File: src/rtl/seq_pkg.sv
package seq_pkg;

	// Program memory variants.
	localparam int PC_W_SMALL = 10;
	localparam int PC_W_LARGE = 11;
	localparam int PC_W_MAX = 11;
	localparam int STACK_SMALL = 4;
	localparam int STACK_LARGE = 8;
	localparam int WORD_W = 16;

	localparam logic [10:0] RESET_VECTOR = 11'h000;

	// Register offsets on the register port.
	localparam logic [7:0] PC_LOW_OFF = 8'h00;
	localparam logic [7:0] TAB_PTR_LO_OFF = 8'h01;
	localparam logic [7:0] TAB_PTR_HI_OFF = 8'h02;
	localparam logic [7:0] TAB_HIGH_OFF = 8'h03;
	localparam logic [7:0] STATUS_OFF = 8'h04;
	localparam logic [7:0] SEQSTAT_OFF = 8'h05;

	// Field positions.
	localparam int ST_CARRY_BIT = 0;
	localparam int ST_ZERO_BIT = 1;
	localparam int SQ_FULL_BIT = 4;
	localparam int SQ_HELD_BIT = 5;
	localparam int SQ_VALID_BIT = 6;

	// Reset values and the table high mask.
	localparam logic [7:0] TAB_PTR_LO_RST = 8'h00;
	localparam logic [7:0] TAB_HIGH_RST = 8'h00;
	localparam logic [7:0] TAB_HIGH_MASK = 8'hff;

	typedef enum logic [3:0] {
		PH_T1 = 4'b0001,
		PH_T2 = 4'b0010,
		PH_T3 = 4'b0100,
		PH_T4 = 4'b1000
	} phase_t;

	typedef enum logic [3:0] {
		OP_NEXT = 4'h0,
		OP_ALU = 4'h1,
		OP_SKIP = 4'h2,
		OP_JUMP = 4'h3,
		OP_CALL = 4'h4,
		OP_SUB_RETURN = 4'h5,
		OP_INT_RETURN = 4'h6,
		OP_TAB_PAGE = 4'h7,
		OP_TAB_LAST = 4'h8,
		OP_TAB_FULL = 4'h9
	} op_kind_t;

	typedef enum logic [3:0] {
		ALU_ADD = 4'h0,
		ALU_ADC = 4'h1,
		ALU_SUB = 4'h2,
		ALU_SBC = 4'h3,
		ALU_DAA = 4'h4,
		ALU_AND = 4'h5,
		ALU_OR = 4'h6,
		ALU_XOR = 4'h7,
		ALU_CPL = 4'h8,
		ALU_RR = 4'h9,
		ALU_RRC = 4'ha,
		ALU_RL = 4'hb,
		ALU_RLC = 4'hc,
		ALU_INC = 4'hd,
		ALU_DEC = 4'he,
		ALU_PASS = 4'hf
	} alu_func_t;

	typedef struct packed {
		op_kind_t kind;
		alu_func_t func;
		logic [7:0] opa;
		logic [7:0] opb;
		logic skip_on_zero;
		logic [PC_W_MAX-1:0] target;
	} op_t;

endpackage

File: src/rtl/seq_alu.sv
`timescale 1ns/100ps
`default_nettype none
module seq_alu (
	// Operation
	input wire seq_pkg::alu_func_t func,
	input wire logic [7:0] opa,
	input wire logic [7:0] opb,
	input wire logic carry_in,
	// Result
	output logic [7:0] result,
	output logic carry_out,
	output logic carry_upd,
	output logic zero
);
	import seq_pkg::*;

	function automatic logic [8:0] add9(input logic [7:0] a, input logic [7:0] b, input logic c);
		add9 = {1'b0, a} + {1'b0, b} + {8'h00, c};
	endfunction

	always_comb begin
		logic [8:0] sum;
		sum = 9'h000;
		result = opa;
		carry_out = carry_in;
		carry_upd = 1'b0;
		case (func)
			ALU_ADD, ALU_ADC: begin
				sum = add9(opa, opb, (func == ALU_ADC) ? carry_in : 1'b0);
				result = sum[7:0];
				carry_out = sum[8];
				carry_upd = 1'b1;
			end
			// Carry set means no borrow, as in two's complement subtraction.
			ALU_SUB, ALU_SBC: begin
				sum = add9(opa, ~opb, (func == ALU_SBC) ? carry_in : 1'b1);
				result = sum[7:0];
				carry_out = sum[8];
				carry_upd = 1'b1;
			end
			ALU_DAA: begin
				sum = add9(opa, (opa[3:0] > 4'h9) ? 8'h06 : 8'h00, 1'b0);
				if (sum[8] || carry_in || sum[7:0] > 8'h99) begin
					sum = add9(sum[7:0], 8'h60, 1'b0);
					sum[8] = 1'b1;
				end
				result = sum[7:0];
				carry_out = sum[8];
				carry_upd = 1'b1;
			end
			ALU_AND: result = opa & opb;
			ALU_OR: result = opa | opb;
			ALU_XOR: result = opa ^ opb;
			ALU_CPL: result = ~opa;
			ALU_RR: result = {opa[0], opa[7:1]};
			ALU_RL: result = {opa[6:0], opa[7]};
			ALU_RRC: begin
				result = {carry_in, opa[7:1]};
				carry_out = opa[0];
				carry_upd = 1'b1;
			end
			ALU_RLC: begin
				result = {opa[6:0], carry_in};
				carry_out = opa[7];
				carry_upd = 1'b1;
			end
			ALU_INC: begin
				sum = add9(opa, 8'h01, 1'b0);
				result = sum[7:0];
			end
			ALU_DEC: begin
				sum = add9(opa, 8'hff, 1'b0);
				result = sum[7:0];
			end
			default: result = opb;
		endcase
		zero = (result == 8'h00);
	end

endmodule
`default_nettype wire

File: src/rtl/program_sequencer_table_read.sv
// The register offsets and the address-and-strobe port are this design's own decisions.
`timescale 1ns/100ps
`default_nettype none
// Functional notes
// - Counter steps by one per executed instruction unless control is transferred.
// - Only the counter low byte is visible to software, read and write.
// - Jumps, calls, interrupt entry and reset load the target into the counter.
// - A taken skip discards the prefetched instruction and runs a dummy cycle.
// - Writing the low byte jumps inside the current 256-word page only.
// - A low byte write branch inserts one dummy cycle for the prefetch.
// - The return stack holds counter values; stack contents are hidden, the level reads back in the sequencer status register.
// - Calls and interrupt acknowledges push the counter onto the stack.
// - Both return kinds pop the stack back into the counter.
// - Reset leaves the stack empty.
// - With a full stack an interrupt waits until a return frees a level.
// - A call on a full stack still runs and drops the oldest entry.
// - Stack depth is 4 levels small, 8 levels large.
// - ALU operations deliver their result and update zero; carry only for add, subtract, decimal adjust and rotates through carry.
// - ALU offers arithmetic, decimal adjust, logic, rotates, inc, dec, skips.
// - Execution starts at address zero after reset.
// - Program memory is 1K or 2K sixteen-bit words addressed by the counter.
// - Low and high table pointers form a full program memory address.
// - Table read gives low byte to a data register, high byte to table high.
// - Current-page table read offsets the pointer from the current page start.
// - Table high register is read-only; each table read overwrites it.
// - Every table read takes two instruction cycles.
// - Four phases form one instruction cycle; counter steps in the first, fetch in the second.
// - Jumps and calls take two instruction cycles.
module program_sequencer_table_read #(
	parameter bit LARGE_MEM = 1'b1,
	parameter int PC_W = LARGE_MEM ? seq_pkg::PC_W_LARGE : seq_pkg::PC_W_SMALL,
	parameter int DEPTH = LARGE_MEM ? seq_pkg::STACK_LARGE : seq_pkg::STACK_SMALL
) (
	// Clock and reset
	input wire logic ref_clk,
	input wire logic rstn,
	// Register port
	input wire logic [7:0] reg_addr,
	input wire logic [7:0] reg_wdata,
	input wire logic reg_wr,
	input wire logic reg_rd,
	output logic [7:0] reg_rdata,
	// Program memory
	output logic [PC_W-1:0] prog_addr,
	input wire logic [seq_pkg::WORD_W-1:0] prog_data,
	// Decoder
	output logic [seq_pkg::WORD_W-1:0] instr_word,
	output logic [PC_W-1:0] instr_addr,
	output logic exec_valid,
	output logic cycle_end,
	input wire seq_pkg::op_t op_in,
	// Results
	output logic [7:0] alu_result,
	output logic alu_valid,
	output logic [7:0] tbl_low_data,
	output logic tbl_low_valid,
	// Interrupts
	input wire logic irq_req,
	input wire logic [PC_W-1:0] irq_vector,
	output logic irq_ack,
	output logic irq_return
);
	import seq_pkg::*;

	localparam int LVL_W = $clog2(DEPTH + 1);
	localparam int HI_W = PC_W - 8;

	function automatic logic [PC_W-1:0] in_page(input logic [PC_W-1:0] base,
		input logic [7:0] low);
		in_page = {base[PC_W-1:8], low};
	endfunction

	phase_t phase_reg, phase_next;
	logic [PC_W-1:0] pc_reg, pc_next;
	logic [PC_W-1:0] prog_addr_reg, prog_addr_next;
	logic [PC_W-1:0] fetch_addr_reg, fetch_addr_next;
	logic [WORD_W-1:0] fetch_word_reg, fetch_word_next;
	logic [WORD_W-1:0] instr_word_reg, instr_word_next;
	logic [PC_W-1:0] instr_addr_reg, instr_addr_next;
	logic valid_reg, valid_next;
	logic tab_pend_reg, tab_pend_next;
	logic [PC_W-1:0] tab_addr_reg, tab_addr_next;
	logic low_wr_pend_reg, low_wr_pend_next;
	logic [7:0] low_wr_val_reg, low_wr_val_next;
	logic [PC_W-1:0] stack_reg [DEPTH];
	logic [PC_W-1:0] stack_next [DEPTH];
	logic [LVL_W-1:0] level_reg, level_next;
	logic [7:0] tab_ptr_lo_reg, tab_ptr_lo_next;
	logic [HI_W-1:0] tab_ptr_hi_reg, tab_ptr_hi_next;
	logic [7:0] tab_high_reg, tab_high_next;
	logic carry_reg, carry_next;
	logic zero_reg, zero_next;
	logic [7:0] alu_result_reg, alu_result_next;
	logic alu_valid_reg, alu_valid_next;
	logic [7:0] tbl_low_reg, tbl_low_next;
	logic tbl_low_valid_reg, tbl_low_valid_next;
	logic irq_ack_reg, irq_ack_next;
	logic irq_return_reg, irq_return_next;
	logic irq_held_reg, irq_held_next;
	logic [7:0] rdata_reg, rdata_next;
	logic full;
	logic irq_take;
	logic push;
	logic pop;
	logic [PC_W-1:0] push_val;
	logic [7:0] alu_res;
	logic alu_carry;
	logic alu_carry_upd;
	logic alu_zero;

	seq_alu u_alu (
		.func(op_in.func),
		.opa(op_in.opa),
		.opb(op_in.opb),
		.carry_in(carry_reg),
		.result(alu_res),
		.carry_out(alu_carry),
		.carry_upd(alu_carry_upd),
		.zero(alu_zero)
	);

	assign full = (level_reg == LVL_W'(DEPTH));

	always_comb begin
		case (phase_reg)
			PH_T1: phase_next = PH_T2;
			PH_T2: phase_next = PH_T3;
			PH_T3: phase_next = PH_T4;
			PH_T4: phase_next = PH_T1;
			default: phase_next = PH_T1;
		endcase
	end

	always_ff @(posedge ref_clk or negedge rstn) begin
		if (!rstn) begin
			phase_reg <= PH_T1;
		end else begin
			phase_reg <= phase_next;
		end
	end

	always_comb begin
		pc_next = pc_reg;
		prog_addr_next = prog_addr_reg;
		fetch_addr_next = fetch_addr_reg;
		fetch_word_next = fetch_word_reg;
		instr_word_next = instr_word_reg;
		instr_addr_next = instr_addr_reg;
		valid_next = valid_reg;
		tab_pend_next = tab_pend_reg;
		tab_addr_next = tab_addr_reg;
		low_wr_pend_next = low_wr_pend_reg;
		low_wr_val_next = low_wr_val_reg;
		stack_next = stack_reg;
		level_next = level_reg;
		tab_ptr_lo_next = tab_ptr_lo_reg;
		tab_ptr_hi_next = tab_ptr_hi_reg;
		tab_high_next = tab_high_reg;
		carry_next = carry_reg;
		zero_next = zero_reg;
		alu_result_next = alu_result_reg;
		alu_valid_next = 1'b0;
		tbl_low_next = tbl_low_reg;
		tbl_low_valid_next = 1'b0;
		irq_ack_next = 1'b0;
		irq_return_next = 1'b0;
		irq_held_next = irq_req && full;
		irq_take = 1'b0;
		push = 1'b0;
		pop = 1'b0;
		push_val = fetch_addr_reg;
		rdata_next = 8'h00;

		// Software writes; the table high byte ignores them.
		if (reg_wr) begin
			case (reg_addr)
				PC_LOW_OFF: begin
					low_wr_pend_next = 1'b1;
					low_wr_val_next = reg_wdata;
				end
				TAB_PTR_LO_OFF: tab_ptr_lo_next = reg_wdata;
				TAB_PTR_HI_OFF: tab_ptr_hi_next = reg_wdata[HI_W-1:0];
				STATUS_OFF: begin
					carry_next = reg_wdata[ST_CARRY_BIT];
					zero_next = reg_wdata[ST_ZERO_BIT];
				end
				default: ;
			endcase
		end

		// No stack access here; the level reads back at SEQSTAT_OFF
		if (reg_rd) begin
			case (reg_addr)
				PC_LOW_OFF: rdata_next = instr_addr_reg[7:0];
				TAB_PTR_LO_OFF: rdata_next = tab_ptr_lo_reg;
				TAB_PTR_HI_OFF: rdata_next = 8'(tab_ptr_hi_reg);
				TAB_HIGH_OFF: rdata_next = tab_high_reg;
				STATUS_OFF: rdata_next = {6'h00, zero_reg, carry_reg};
				SEQSTAT_OFF: begin
					rdata_next = 8'(level_reg);
					rdata_next[SQ_FULL_BIT] = full;
					rdata_next[SQ_HELD_BIT] = irq_held_reg;
					rdata_next[SQ_VALID_BIT] = valid_reg;
				end
				default: rdata_next = 8'h00;
			endcase
		end

		case (phase_reg)
			PH_T1: pc_next = pc_reg + 1'b1;
			PH_T2: begin
				fetch_word_next = prog_data;
				fetch_addr_next = prog_addr_reg;
				if (tab_pend_reg) begin
					prog_addr_next = tab_addr_reg;
				end
			end
			PH_T4: begin
				if (tab_pend_reg) begin
					tab_high_next = prog_data[15:8] & TAB_HIGH_MASK;
					tbl_low_next = prog_data[7:0];
					tbl_low_valid_next = 1'b1;
					tab_pend_next = 1'b0;
				end
				instr_word_next = fetch_word_reg;
				instr_addr_next = fetch_addr_reg;
				valid_next = 1'b1;
				irq_take = valid_reg && irq_req && !full && !low_wr_pend_reg;
				if (irq_take) begin
					push = 1'b1;
					push_val = instr_addr_reg;
					pc_next = irq_vector;
					valid_next = 1'b0;
					irq_ack_next = 1'b1;
				end else if (valid_reg) begin
					case (op_in.kind)
						OP_ALU: begin
							alu_result_next = alu_res;
							alu_valid_next = 1'b1;
							zero_next = alu_zero;
							if (alu_carry_upd) begin
								carry_next = alu_carry;
							end
						end
						OP_SKIP: begin
							alu_result_next = alu_res;
							alu_valid_next = 1'b1;
							if (alu_zero == op_in.skip_on_zero) begin
								valid_next = 1'b0;
							end
						end
						OP_JUMP: begin
							pc_next = op_in.target[PC_W-1:0];
							valid_next = 1'b0;
						end
						OP_CALL: begin
							push = 1'b1;
							pc_next = op_in.target[PC_W-1:0];
							valid_next = 1'b0;
						end
						OP_SUB_RETURN, OP_INT_RETURN: begin
							pop = 1'b1;
							pc_next = stack_reg[0];
							valid_next = 1'b0;
							irq_return_next = (op_in.kind == OP_INT_RETURN);
						end
						// Table read borrows the next cycle
						OP_TAB_PAGE, OP_TAB_LAST, OP_TAB_FULL: begin
							tab_pend_next = 1'b1;
							pc_next = fetch_addr_reg;
							valid_next = 1'b0;
							case (op_in.kind)
								OP_TAB_PAGE: tab_addr_next = in_page(instr_addr_reg, tab_ptr_lo_reg);
								OP_TAB_LAST: tab_addr_next = {{HI_W{1'b1}}, tab_ptr_lo_reg};
								default: tab_addr_next = {tab_ptr_hi_reg, tab_ptr_lo_reg};
							endcase
						end
						default: ;
					endcase
				end
				// A pending low byte write overrides the instruction's own target.
				if (low_wr_pend_reg) begin
					pc_next = in_page(instr_addr_reg, low_wr_val_reg);
					valid_next = 1'b0;
					low_wr_pend_next = reg_wr && (reg_addr == PC_LOW_OFF);
				end
				prog_addr_next = pc_next;
			end
			default: ;
		endcase

		// Shifting keeps the newest entry at index 0, so an overflow falls off the end.
		if (push) begin
			stack_next[0] = push_val;
			for (int i = 1; i < DEPTH; i++) begin
				stack_next[i] = stack_reg[i-1];
			end
			if (!full) begin
				level_next = level_reg + 1'b1;
			end
		end else if (pop) begin
			for (int i = 0; i < DEPTH - 1; i++) begin
				stack_next[i] = stack_reg[i+1];
			end
			stack_next[DEPTH-1] = '0;
			if (level_reg != '0) begin
				level_next = level_reg - 1'b1;
			end
		end
	end

	always_ff @(posedge ref_clk or negedge rstn) begin
		if (!rstn) begin
			pc_reg <= RESET_VECTOR[PC_W-1:0];
			prog_addr_reg <= RESET_VECTOR[PC_W-1:0];
			fetch_addr_reg <= RESET_VECTOR[PC_W-1:0];
			fetch_word_reg <= '0;
			instr_word_reg <= '0;
			instr_addr_reg <= RESET_VECTOR[PC_W-1:0];
			valid_reg <= 1'b0;
			tab_pend_reg <= 1'b0;
			tab_addr_reg <= '0;
			low_wr_pend_reg <= 1'b0;
			low_wr_val_reg <= 8'h00;
			for (int i = 0; i < DEPTH; i++) begin
				stack_reg[i] <= '0;
			end
			level_reg <= '0;
			tab_ptr_lo_reg <= TAB_PTR_LO_RST;
			tab_ptr_hi_reg <= '0;
			tab_high_reg <= TAB_HIGH_RST;
			carry_reg <= 1'b0;
			zero_reg <= 1'b0;
			alu_result_reg <= 8'h00;
			alu_valid_reg <= 1'b0;
			tbl_low_reg <= 8'h00;
			tbl_low_valid_reg <= 1'b0;
			irq_ack_reg <= 1'b0;
			irq_return_reg <= 1'b0;
			irq_held_reg <= 1'b0;
			rdata_reg <= 8'h00;
		end else begin
			pc_reg <= pc_next;
			prog_addr_reg <= prog_addr_next;
			fetch_addr_reg <= fetch_addr_next;
			fetch_word_reg <= fetch_word_next;
			instr_word_reg <= instr_word_next;
			instr_addr_reg <= instr_addr_next;
			valid_reg <= valid_next;
			tab_pend_reg <= tab_pend_next;
			tab_addr_reg <= tab_addr_next;
			low_wr_pend_reg <= low_wr_pend_next;
			low_wr_val_reg <= low_wr_val_next;
			stack_reg <= stack_next;
			level_reg <= level_next;
			tab_ptr_lo_reg <= tab_ptr_lo_next;
			tab_ptr_hi_reg <= tab_ptr_hi_next;
			tab_high_reg <= tab_high_next;
			carry_reg <= carry_next;
			zero_reg <= zero_next;
			alu_result_reg <= alu_result_next;
			alu_valid_reg <= alu_valid_next;
			tbl_low_reg <= tbl_low_next;
			tbl_low_valid_reg <= tbl_low_valid_next;
			irq_ack_reg <= irq_ack_next;
			irq_return_reg <= irq_return_next;
			irq_held_reg <= irq_held_next;
			rdata_reg <= rdata_next;
		end
	end

	assign reg_rdata = rdata_reg;
	assign prog_addr = prog_addr_reg;
	assign instr_word = instr_word_reg;
	assign instr_addr = instr_addr_reg;
	assign exec_valid = valid_reg;
	assign cycle_end = (phase_reg == PH_T4);
	assign alu_result = alu_result_reg;
	assign alu_valid = alu_valid_reg;
	assign tbl_low_data = tbl_low_reg;
	assign tbl_low_valid = tbl_low_valid_reg;
	assign irq_ack = irq_ack_reg;
	assign irq_return = irq_return_reg;

endmodule
`default_nettype wire

File: config.mk
export PLATFORM = sky130hd
export DESIGN_NAME = program_sequencer_table_read
export DESIGN_NICKNAME = d
export VERILOG_FILES = /design/src/rtl/seq_pkg.sv /design/src/rtl/seq_alu.sv /design/src/rtl/program_sequencer_table_read.sv
export SDC_FILE = /design/constraint.sdc
export NUM_CORES = 1
export LEC_CHECK = 0
export BUFFER_PORTS_ARGS = -buffer_cell sky130_fd_sc_hd__buf_4
export CORE_AREA = 2 2 162 164
export DETAILED_ROUTE_END_ITERATION = 8
export DIE_AREA = 0 0 164 166
export PLACE_DENSITY = 0.76
export SYNTH_ARGS = -nofsm -noshare
export SYNTH_HDL_FRONTEND = slang
export SYNTH_SLANG_ARGS = --single-unit
File: constraint.sdc
create_clock -name ref_clk -period 3.3 [get_ports ref_clk]
set_clock_uncertainty 0.15 [all_clocks]
set_input_delay 0.495 -clock ref_clk [delete_from_list [all_inputs] [get_ports ref_clk]]
set_output_delay 0.495 -clock ref_clk [all_outputs]
set_load 0.02 [all_outputs]
==> run summary, run 1 <==
Via Count: 12,158
Area of the die: 27,200 um2
Core Area: 25,600 um2
# port buffers: 151
Cell family with most CP delay: simple AND/OR/NAND/NOR gates
Synthesized area per cell: 9.24 um2
Initial DRC Count: 1,464
FMAX: 0.287 GHz
CP dominant cell by count: fa_2
Primary FF master, synth: dfrtp_1
Status: complete, but fails checks
Later-pin clock latency in the skew report: 0.54 ns
Final setup fails: 2
WS Path Type: reg -> reg
Startpoint types: flop
Total Nets Final: 1,806
Layout area overhead: 23.4%
Period utilization: 1.06
Worst rel slew slack: 0.162
Layout cell share with drive strength beyond 1: 0.264
Die Y-Extent: 166 um
Final Max Slew Viols: 0
R2r setup slk: -0.19 ns
Power Density: 655 nW/um2
Total Power: 0.0109 W
CTS tree: built
Worst VDD drop: 0.000665 V
Io pins: 152
Htree depth: 1
Post-synth EDFFs: 0
Reg clk slew, reported paths: 0.07 ns
Leakage power total: 7.87 nW
Worst hold margin: 0.0509 ns
Vias in the first global route: 11,923
Worst Path Buf+Inv: 0
Critical-path top delay cell: or4_4
First-pass GRT wire length: 64,100 um
Post-synthesis cell area: 13,500 um2
Initial antenna violation count: 0
Starting density of the core: 0.529
Cts bufs inserted: 26
CP required: 3.61 ns
Final worst setup slack: -0.187 ns
DR vias/cell: 5.99
Avg WL per Cell: 19.6 um
Ant diodes: 0
Worst-Margin Slew: 1.25 ns
Yosys warnings: 0
Post-DP HPWL: 27,700 um
Failing checks: negative setup slack
Final Cell Area: 16,700 um2
Hold depth: 2
Register area share after synthesis: 0.451
Max FFs per register: 88
Die width: 164 um
Max Cap Viol: 0
Yosys cell types: 73
Class of the worst hold path: in -> reg
R2R depth: 10
Endpoints failing hold: 0
Area occupied by multi-input gates: 6970 um2
CP peak stage delay: 0.56 ns
Worst-path cell chain: or3_4, fa_2, fa_2, a211o_1, o22ai_1, a31oi_1, or4_4, nor4_4, mux2_4, o211ai_1
Asr flop ratio synth: 1.00
# rows: 59
Filler Cell Count: 2,026
Clock root cell: clkbuf_16
RSZ-0062 raised after global routing: true
WL final: 39,800 um
Seq cells post-synth: 244
Clk sinks: 244
DR pass1 iterations: 8
Maximum clock insertion buffer count: 3
Worst setup EP type: flop
Antenna-violating nets left: 0
FF/Latch Area: 6110 um2
GRT Total Usage: 0.292
Minimum clock period: 3.49 ns
Syn Inst Count: 1,466
Gpl congestion: 0.930
Placement Cell Area: 15,800 um2
Largest net degree at the start of global routing: 82
GRT overflow: 0
DRC viols: 0
Post-Syn Nets: 1,591
Cell count along the critical path: 10
Data arrival, critical path: 3.80 ns
Max Fanout on Critical Path: 3
power by group:
part | switching [W] | internal [W]
clock | 0.00121 | 0.00169
combinational | 0.00156 | 0.00151
sequential | 0.000991 | 0.00398
total | 0.00376 | 0.00718
repair_timing:
| action | in CTS | in global routing |
|---|---|---|
| gates resized for setup | 4 | 10 |
| cloned | 0 | 2 |
| pin swaps | 7 | 2 |
| buffers inserted | 3 | 1 |
| hold endpoints to repair | 74 | 0 |
| hold buffers | 1 | 0 |
| endpoints found under the setup margin | 2 | 53 |
routing by layer:
layer  part of all wire  vias to the layer above  global-route usage  wire (um)
met5                  0                        -                   0          0
met4              0.034                        0              0.0973       1350
met3              0.075                       96              0.0420       2970
met2               0.47                      546               0.468      18700
met1               0.42                     5895               0.411      16800
li1                   -                     5621                   -          -
logic make-up after synthesis:
family	count (synthesis)	synth area share
simple gates	564	0.186
compound gates	343	0.167
flops	244	0.451
buf+inv	134	0.0427
mux	115	0.0966
fa+ha+maj	42	0.0419
xor+xnor	24	0.0155
cell usage in the layout, fill, tap and decap left out, types with 6 or more instances in the layout:
| master | n |
|---|---|
| a32oi_1 | 8 |
| mux2i_1 | 25 |
| ha_1 | 35 |
| inv_1 | 30 |
| clkbuf_16 | 27 |
| o22ai_1 | 7 |
| a211o_1 | 7 |
| nand2_1 | 291 |
| a22o_1 | 12 |
| a211oi_1 | 8 |
| a222oi_1 | 12 |
| a21oi_1 | 62 |
| nor2_1 | 136 |
| a21o_1 | 20 |
| nand3_1 | 20 |
| a21oi_2 | 6 |
| o21ai_0 | 62 |
| xnor2_1 | 15 |
| dfrtp_1 | 243 |
| o211ai_1 | 12 |
| xor2_1 | 9 |
| mux2_2 | 82 |
| a31oi_1 | 76 |
| buf_4 | 277 |
| nor3_1 | 14 |
| nand2b_1 | 16 |
| and3_1 | 12 |
| nor2b_1 | 18 |
Yosys cell counts, types with 15 or more instances:
library cell	instances	area share
inv_1	31	0.0086
a21oi_1	66	0.024
nor2b_1	18	0.0083
nor3_1	15	0.0055
clkbuf_1	59	0.016
a21o_1	21	0.012
o21ai_0	65	0.024
mux2i_1	25	0.018
nand2b_1	17	0.0079
nand2_1	291	0.081
nor2_1	136	0.038
xnor2_1	15	0.0097
ha_1	35	0.032
mux2_2	83	0.069
dfrtp_1	243	0.45
nand3_1	20	0.0074
a31oi_1	76	0.035
buf_2	29	0.011
worst paths after layout:
kind                                        start                 to
worst max-delay path                    carry_reg         exec_valid
worst min-delay path                 prog_data[2]    tbl_low_data[2]
worst max register to register          carry_reg         exec_valid
worst min register to register  fetch_word_reg[4]      instr_word[4]
max in group asynchronous                    rstn       phase_reg[0]
min in group asynchronous                    rstn  fetch_addr_reg[6]
final cells by class:
class,instances,share of cell area
clock inverter,8,0.00644
tap,335,0.0251
clock buffer,35,0.0433
inverter,33,0.00748
timing repair buffer,287,0.136
sequential,244,0.365
multi-input combinational,1089,0.417
worst reg2reg max path: stages, from the launching register on:
cell and delay (ns):
dfrtp_1 0.44, or3_4 0.35, fa_2 0.36, fa_2 0.41, a211o_1 0.26, o22ai_1 0.15
a31oi_1 0.12, or4_4 0.56, nor4_4 0.20, mux2_4 0.33, o211ai_1 0.08
metrics by stage:
stage / util / TNS, ns / instances / worst slack (ns)
after floorplan: - / -1.96 / 1466 / -0.818
after global placement: 0.616 / -2.26 / 1982 / -0.727
after detailed placement: 0.616 / -2.60 / 1982 / -0.777
after CTS: 0.650 / -0.263 / 2028 / -0.183
after global routing: 0.653 / -0.650 / 2031 / -0.342
final: 0.653 / -0.273 / 2031 / -0.187
(Power assumes the default switching activity.)
==> run 2, diff against run 1 <==
==> constraint.sdc (replaced) <==
create_clock -name ref_clk -period 3.1 [get_ports ref_clk]
set_clock_uncertainty 0.15 [all_clocks]
set_input_delay 0.465 -clock ref_clk [delete_from_list [all_inputs] [get_ports ref_clk]]
set_output_delay 0.465 -clock ref_clk [all_outputs]
set_load 0.02 [all_outputs]
==> run 2 against run 1 <==
Net effect:
- the flow still finishes with violations (negative setup slack)
- sequential share of layout area shrank 0.60 points
- hold slack lost 0.022 ns
- register-to-register slack lost 0.20 ns
- first-iteration DRC count shrank 12%
- global-route usage shrank 0.36 points
- critical path type unchanged
- largest cell class unchanged
- largest power group unchanged
- highest routed layer unchanged
==> run summary, run 2 (synthesized netlist as in run 1, its figures left out) <==
GRT overflow: 0 (unchanged)
Worst setup EP type: flop (unchanged)
Initial antenna violation count: 0 (unchanged)
Total Nets Final: 1,828 (was 1,806)
Clk sinks: 244 (unchanged)
CP required: 3.41 ns (was 3.61 ns)
Placement Cell Area: 16,000 um2 (was 15,800 um2)
FF/Latch Area: 6110 um2 (unchanged)
Class of the worst hold path: in -> reg (unchanged)
# rows: 59 (unchanged)
Cts bufs inserted: 26 (unchanged)
Later-pin clock latency in the skew report: 0.54 ns (about the same)
DRC viols: 0 (unchanged)
Endpoints failing hold: 0 (unchanged)
Post-DP HPWL: 27,900 um (was 27,700 um)
GRT Total Usage: 0.289 (was 0.292)
FMAX: 0.287 GHz (about the same)
Core Area: 25,600 um2 (unchanged)
Worst hold margin: 0.0286 ns (was 0.0509 ns)
Worst VDD drop: 0.000817 V (was 0.000665 V)
Area of the die: 27,200 um2 (unchanged)
Final Cell Area: 17,000 um2 (was 16,700 um2)
CTS tree: built (unchanged)
Gpl congestion: 0.910 (was 0.930)
Startpoint types: flop (unchanged)
Vias in the first global route: 11,916 (was 11,923)
Antenna-violating nets left: 0 (unchanged)
WS Path Type: reg -> reg (unchanged)
Maximum clock insertion buffer count: 3 (unchanged)
Final Max Slew Viols: 0 (unchanged)
R2r setup slk: -0.39 ns (was -0.19 ns)
Largest net degree at the start of global routing: 93 (was 82)
Most common cell after layout, fill and taps aside: buf_4 (was nand2_1)
Final setup fails: 2 (unchanged)
Die Y-Extent: 166 um (unchanged)
Filler Cell Count: 1,974 (was 2,026)
TNS Setup: -0.703 ns (was -0.273 ns)
Via Count: 12,115 (was 12,158)
Starting density of the core: 0.529 (unchanged)
Clock root cell: clkbuf_16 (unchanged)
Reg clk slew, reported paths: 0.07 ns (about the same)
WL final: 39,100 um (was 39,800 um)
Area occupied by multi-input gates: 6980 um2 (was 6970 um2)
Ant diodes: 0 (unchanged)
Initial DRC Count: 1,282 (was 1,464)
DR vias/cell: 5.89 (was 5.99)
Die width: 164 um (unchanged)
Worst-Margin Slew: 1.05 ns (was 1.25 ns)
Period utilization: 1.13 (was 1.06)
Max Cap Viol: 0 (unchanged)
Htree depth: 1 (unchanged)
Minimum clock period: 3.49 ns (about the same)
Max FFs per register: 88 (unchanged)
Io pins: 152 (unchanged)
Avg WL per Cell: 19.0 um (was 19.6 um)
Power Density: 707 nW/um2 (was 655 nW/um2)
Failing checks: negative setup slack (unchanged)
Max Fanout on Critical Path: 3 (unchanged)
Status: complete, but fails checks (unchanged)
RSZ-0062 raised after global routing: true (unchanged)
First-pass GRT wire length: 63,100 um (was 64,100 um)
# port buffers: 151 (unchanged)
DR pass1 iterations: 8 (unchanged)
Worst rel slew slack: 0.299 (was 0.162)
Most frequent cells in the layout: 299 x buf_4, 290 x nand2_1, 243 x dfrtp_1 (was 291 x nand2_1, 277 x buf_4, 243 x dfrtp_1)
Layout area overhead: 25.5% (was 23.4%)
Leakage power total: 8.02 nW (was 7.87 nW)
Data arrival, critical path: 3.79 ns (was 3.80 ns)
Layout cell share with drive strength beyond 1: 0.278 (was 0.264)
Final worst setup slack: -0.389 ns (was -0.187 ns)
==> run 2: cell count changes in the layout (fill, tap and decap cells not counted), sizes merged <==
cell,previous run,this run
buf,285,309
clkinvlp,1,2
a21o,22,21
bufinv,2,5
inv,33,34
clkbuf,36,34
clkinv,5,6
==> run 2: final cells by class <==
class / instances / share of cell area
clock buffer: 34 / 0.0430
multi-input combinational: 1088 / 0.410
sequential: 244 / 0.359
inverter: 33 / 0.00773
tap: 335 / 0.0247
timing repair buffer: 310 / 0.142
clock inverter: 14 / 0.0129
==> run 2: routing by layer <==
layer,part of all wire,global-route usage,vias to the layer above
li1,-,-,5689
met2,0.47,0.459,496
met1,0.42,0.398,5826
met3,0.067,0.0452,104
met4,0.043,0.114,0
met5,0,0,-
==> run 2: worst paths after layout <==
path / end / cells after the start / startpoint
setup / recovery: exec_valid / 10 / carry_reg
min in group asynchronous: instr_addr[6] / 2 / rstn
hold / removal: tab_high_reg[4] / 2 / prog_data[12]
max in group asynchronous: phase_reg[0] / 3 / rstn
hold reg to reg: instr_word[2] / 2 / fetch_word_reg[2]
setup reg to reg: exec_valid / 10 / carry_reg
==> run 2: power by group <==
| group | switching, W | total, W | internal, W |
|---|---|---|---|
| sequential | 0.00106 | 0.00529 | 0.00424 |
| combinational | 0.00167 | 0.00332 | 0.00164 |
| clock | 0.00132 | 0.00340 | 0.00209 |
==> run 2: stage by stage <==
| step | power (W) | util | cells | setup WS (ns) |
|---|---|---|---|---|
| floorplan | 0.00708 | - | 1466 | -0.988 |
| global placement | 0.00838 | 0.623 | 2005 | -0.912 |
| detailed placement | 0.00855 | 0.623 | 2005 | -0.946 |
| CTS | 0.0120 | 0.664 | 2060 | -0.387 |
| global route | 0.0127 | 0.664 | 2058 | -0.472 |
| finish | 0.0120 | 0.664 | 2058 | -0.389 |
==> run 2: repair_timing <==
action,in CTS,in global routing
endpoints found under the hold margin,78,0
pin swaps,9,1
gates resized for setup,9,7
hold buffers,1,0
setup buffers,6,1
endpoints found under the setup margin,4,7
==> run 2: critical path: stages, from the launching register on <==
cell and delay [ns]:
dfrtp_1 0.39, or3_4 0.33, fa_2 0.36, fa_2 0.40
a211o_1 0.30, o22ai_1 0.16, a31oi_1 0.13, or4_4 0.57
nor4_4 0.22, mux2_4 0.33, o211ai_1 0.08
==> run 3, diff against run 2 <==
--- a/config.mk
+++ b/config.mk
@@ -6,10 +6,10 @@
 export NUM_CORES = 1
 export LEC_CHECK = 0
 export BUFFER_PORTS_ARGS = -buffer_cell sky130_fd_sc_hd__buf_4
-export CORE_AREA = 2 2 162 164
+export CORE_AREA = 2 2 188 190
 export DETAILED_ROUTE_END_ITERATION = 8
-export DIE_AREA = 0 0 164 166
-export PLACE_DENSITY = 0.76
+export DIE_AREA = 0 0 190 192
+export MAX_ROUTING_LAYER = met4
 export SYNTH_ARGS = -nofsm -noshare
 export SYNTH_HDL_FRONTEND = slang
 export SYNTH_SLANG_ARGS = --single-unit
==> constraint.sdc (replaced) <==
create_clock -name ref_clk -period 3.1 [get_ports ref_clk]
set_clock_uncertainty 0.15 [all_clocks]
set_input_delay 0.62 -clock ref_clk [delete_from_list [all_inputs] [get_ports ref_clk]]
set_output_delay 0.62 -clock ref_clk [all_outputs]
set_load 0.02 [all_outputs]
==> run 3 against run 2 <==
Net effect:
- the flow still finishes with violations (negative setup slack)
- combinational power about the same
- core utilization down 16 points
- clock power up 4%
- non-clock buffer count up 8
- power up 1.1%
- sequential power about the same
- critical endpoint unchanged
- highest routed layer unchanged
==> run summary, run 3 (synthesized netlist as in run 1, its figures left out) <==
Cell count along the critical path: 13 (was 10)
Worst setup EP type: flop (unchanged)
Status: complete, but fails checks (unchanged)
Largest net degree at the start of global routing: 90 (was 93)
Core Area: 34,300 um2 (was 25,600 um2)
Clock root cell: clkbuf_16 (unchanged)
# port buffers: 151 (unchanged)
Area of the die: 36,500 um2 (was 27,200 um2)
Final Max Slew Viols: 0 (unchanged)
Startpoint types: flop (unchanged)
Worst-path cell chain: nand2_2, nor3_4, fa_2, inv_2, fa_2, nor3_2, a211o_1, o22ai_2, a31oi_2, or4_4, nor4_4, mux2_4, o211ai_1 (was or3_4, fa_2, fa_2, a211o_1, o22ai_1, a31oi_1, or4_4, nor4_4, mux2_4, o211ai_1)
Initial antenna violation count: 0 (unchanged)
Worst-Margin Slew: 0.724 ns (was 1.05 ns)
TNS Setup: -1.20 ns (was -0.703 ns)
GRT Total Usage: 0.230 (was 0.289)
CP peak stage delay: 0.57 ns (about the same)
DR pass1 iterations: 6 (was 8)
Period utilization: 1.17 (was 1.13)
Fin util: 0.507 (was 0.664)
Cts bufs inserted: 27 (was 26)
# rows: 68 (was 59)
Max Cap Viol: 0 (unchanged)
Total Power: 0.0121 W (was 0.0120 W)
Max Fanout on Critical Path: 3 (unchanged)
Most frequent cells in the layout: 301 x buf_4, 289 x nand2_1, 242 x dfrtp_1 (was 299 x buf_4, 290 x nand2_1, 243 x dfrtp_1)
Data arrival, critical path: 3.95 ns (was 3.79 ns)
WS Path Type: reg -> reg (unchanged)
Most common cell after layout, fill and taps aside: buf_4 (unchanged)
Max FFs per register: 88 (unchanged)
Worst rel slew slack: 0.517 (was 0.299)
Post-DP HPWL: 29,300 um (was 27,900 um)
FMAX: 0.277 GHz (was 0.287 GHz)
Leakage power total: 8.12 nW (was 8.02 nW)
Antenna-violating nets left: 0 (unchanged)
Minimum clock period: 3.62 ns (was 3.49 ns)
Io pins: 152 (unchanged)
CP dominant cell by count: fa_2 (unchanged)
Htree depth: 1 (unchanged)
Clk sinks: 244 (unchanged)
First-pass GRT wire length: 64,700 um (was 63,100 um)
RSZ-0062 raised after global routing: true (unchanged)
Maximum clock insertion buffer count: 3 (unchanged)
Layout area overhead: 28.3% (was 25.5%)
Ant diodes: 0 (unchanged)
Die width: 190 um (was 164 um)
Total Nets Final: 1,837 (was 1,828)
Starting density of the core: 0.395 (was 0.529)
Die Y-Extent: 192 um (was 166 um)
Vias in the first global route: 11,525 (was 11,916)
Critical-path top delay cell: fa_2 (was or4_4)
Final worst setup slack: -0.515 ns (was -0.389 ns)
GRT overflow: 0 (unchanged)
Failing checks: negative setup slack (unchanged)
Cell family with most CP delay: simple AND/OR/NAND/NOR gates (unchanged)
Setup Slack @ Placement: -1.11 ns (was -0.946 ns)
Class of the worst hold path: in -> reg (unchanged)
DRC viols: 0 (unchanged)
Placement Cell Area: 16,200 um2 (was 16,000 um2)
Initial DRC Count: 977 (was 1,282)
Reg clk slew, reported paths: 0.06 ns (was 0.07 ns)
Power Density: 699 nW/um2 (was 707 nW/um2)
Final setup fails: 3 (was 2)
Final Cell Area: 17,400 um2 (was 17,000 um2)
Via Count: 11,835 (was 12,115)
CP required: 3.43 ns (was 3.41 ns)
Avg WL per Cell: 18.5 um (was 19.0 um)
R2R depth: 13 (was 10)
WL final: 40,400 um (was 39,100 um)
Worst Path Buf+Inv: 1 (was 0)
Worst VDD drop: 0.000573 V (was 0.000817 V)
Later-pin clock latency in the skew report: 0.57 ns (was 0.54 ns)
Hold depth: 2 (unchanged)
Endpoints failing hold: 0 (unchanged)
Layout cell share with drive strength beyond 1: 0.293 (was 0.278)
DR vias/cell: 5.41 (was 5.89)
CTS tree: built (unchanged)
Gpl congestion: 0.932 (was 0.910)
## run 3: cell types whose count changed in the layout (fill, tap and decap cells not counted), moves of 2 or more
cell / delta
fa_1: -2
nor3_1: -2
buf_6: +4
clkinv_4: +3
a21oi_2: +3
buf_4: +2
buf_12: +2
inv_6: -2
fa_2: +2
a21oi_1: -3
## run 3: final cells by class
class                           instances  area, um2
Fill cell                            3182      16900
Multi-Input combinational cell       1088       7060
Sequential cell                       244       6110
Timing Repair Buffer                  318       2510
Clock buffer                           36        769
Tap cell                              455        569
Clock inverter                         14        226
Inverter                               33        131
## run 3: metal layers
metal	vias to the layer above	share of wire	global-route usage
met5	-	0	-
met4	0	0.027	0.0596
met3	67	0.050	0.0287
met1	5739	0.46	0.315
li1	5674	-	-
met2	355	0.47	0.362
## run 3: where the power goes
part	total (W)	internal, W	switching [W]
logic	0.00331	0.00166	0.00165
registers	0.00529	0.00424	0.00105
clock network	0.00355	0.00217	0.00137
total	0.0121	0.00808	0.00407
## run 3: repair_timing
item                                   in CTS  in global routing
hold buffers                                1                  0
buffers inserted                            2                  3
resized for setup                           6                 30
pin swaps                                   8                  8
endpoints found under the hold margin      83                  0
setup endpoints to repair                   6                 40
gates cloned                                0                  0
## run 3: path summary, 6_finish.rpt
kind	from	endpoint	slack [ns]
max	carry_reg	exec_valid	-0.52
min	reg_wdata[6]	tab_ptr_lo_reg[6]	0.14
max reg2reg	carry_reg	exec_valid	-0.52
min reg2reg	fetch_word_reg[15]	instr_word[15]	0.31
max in group asynchronous	rstn	stack_reg[19]	1.53
min in group asynchronous	rstn	prog_addr[3]	0.49
## run 3: metrics by stage
| step | cells | hold WS [ns] |
|---|---|---|
| global placement | 2133 | 0.295 |
| detailed placement | 2133 | 0.302 |
| finish | 2188 | 0.143 |
| global route | 2188 | 0.132 |
| floorplan | 1466 | 0.174 |
| CTS | 2185 | 0.121 |
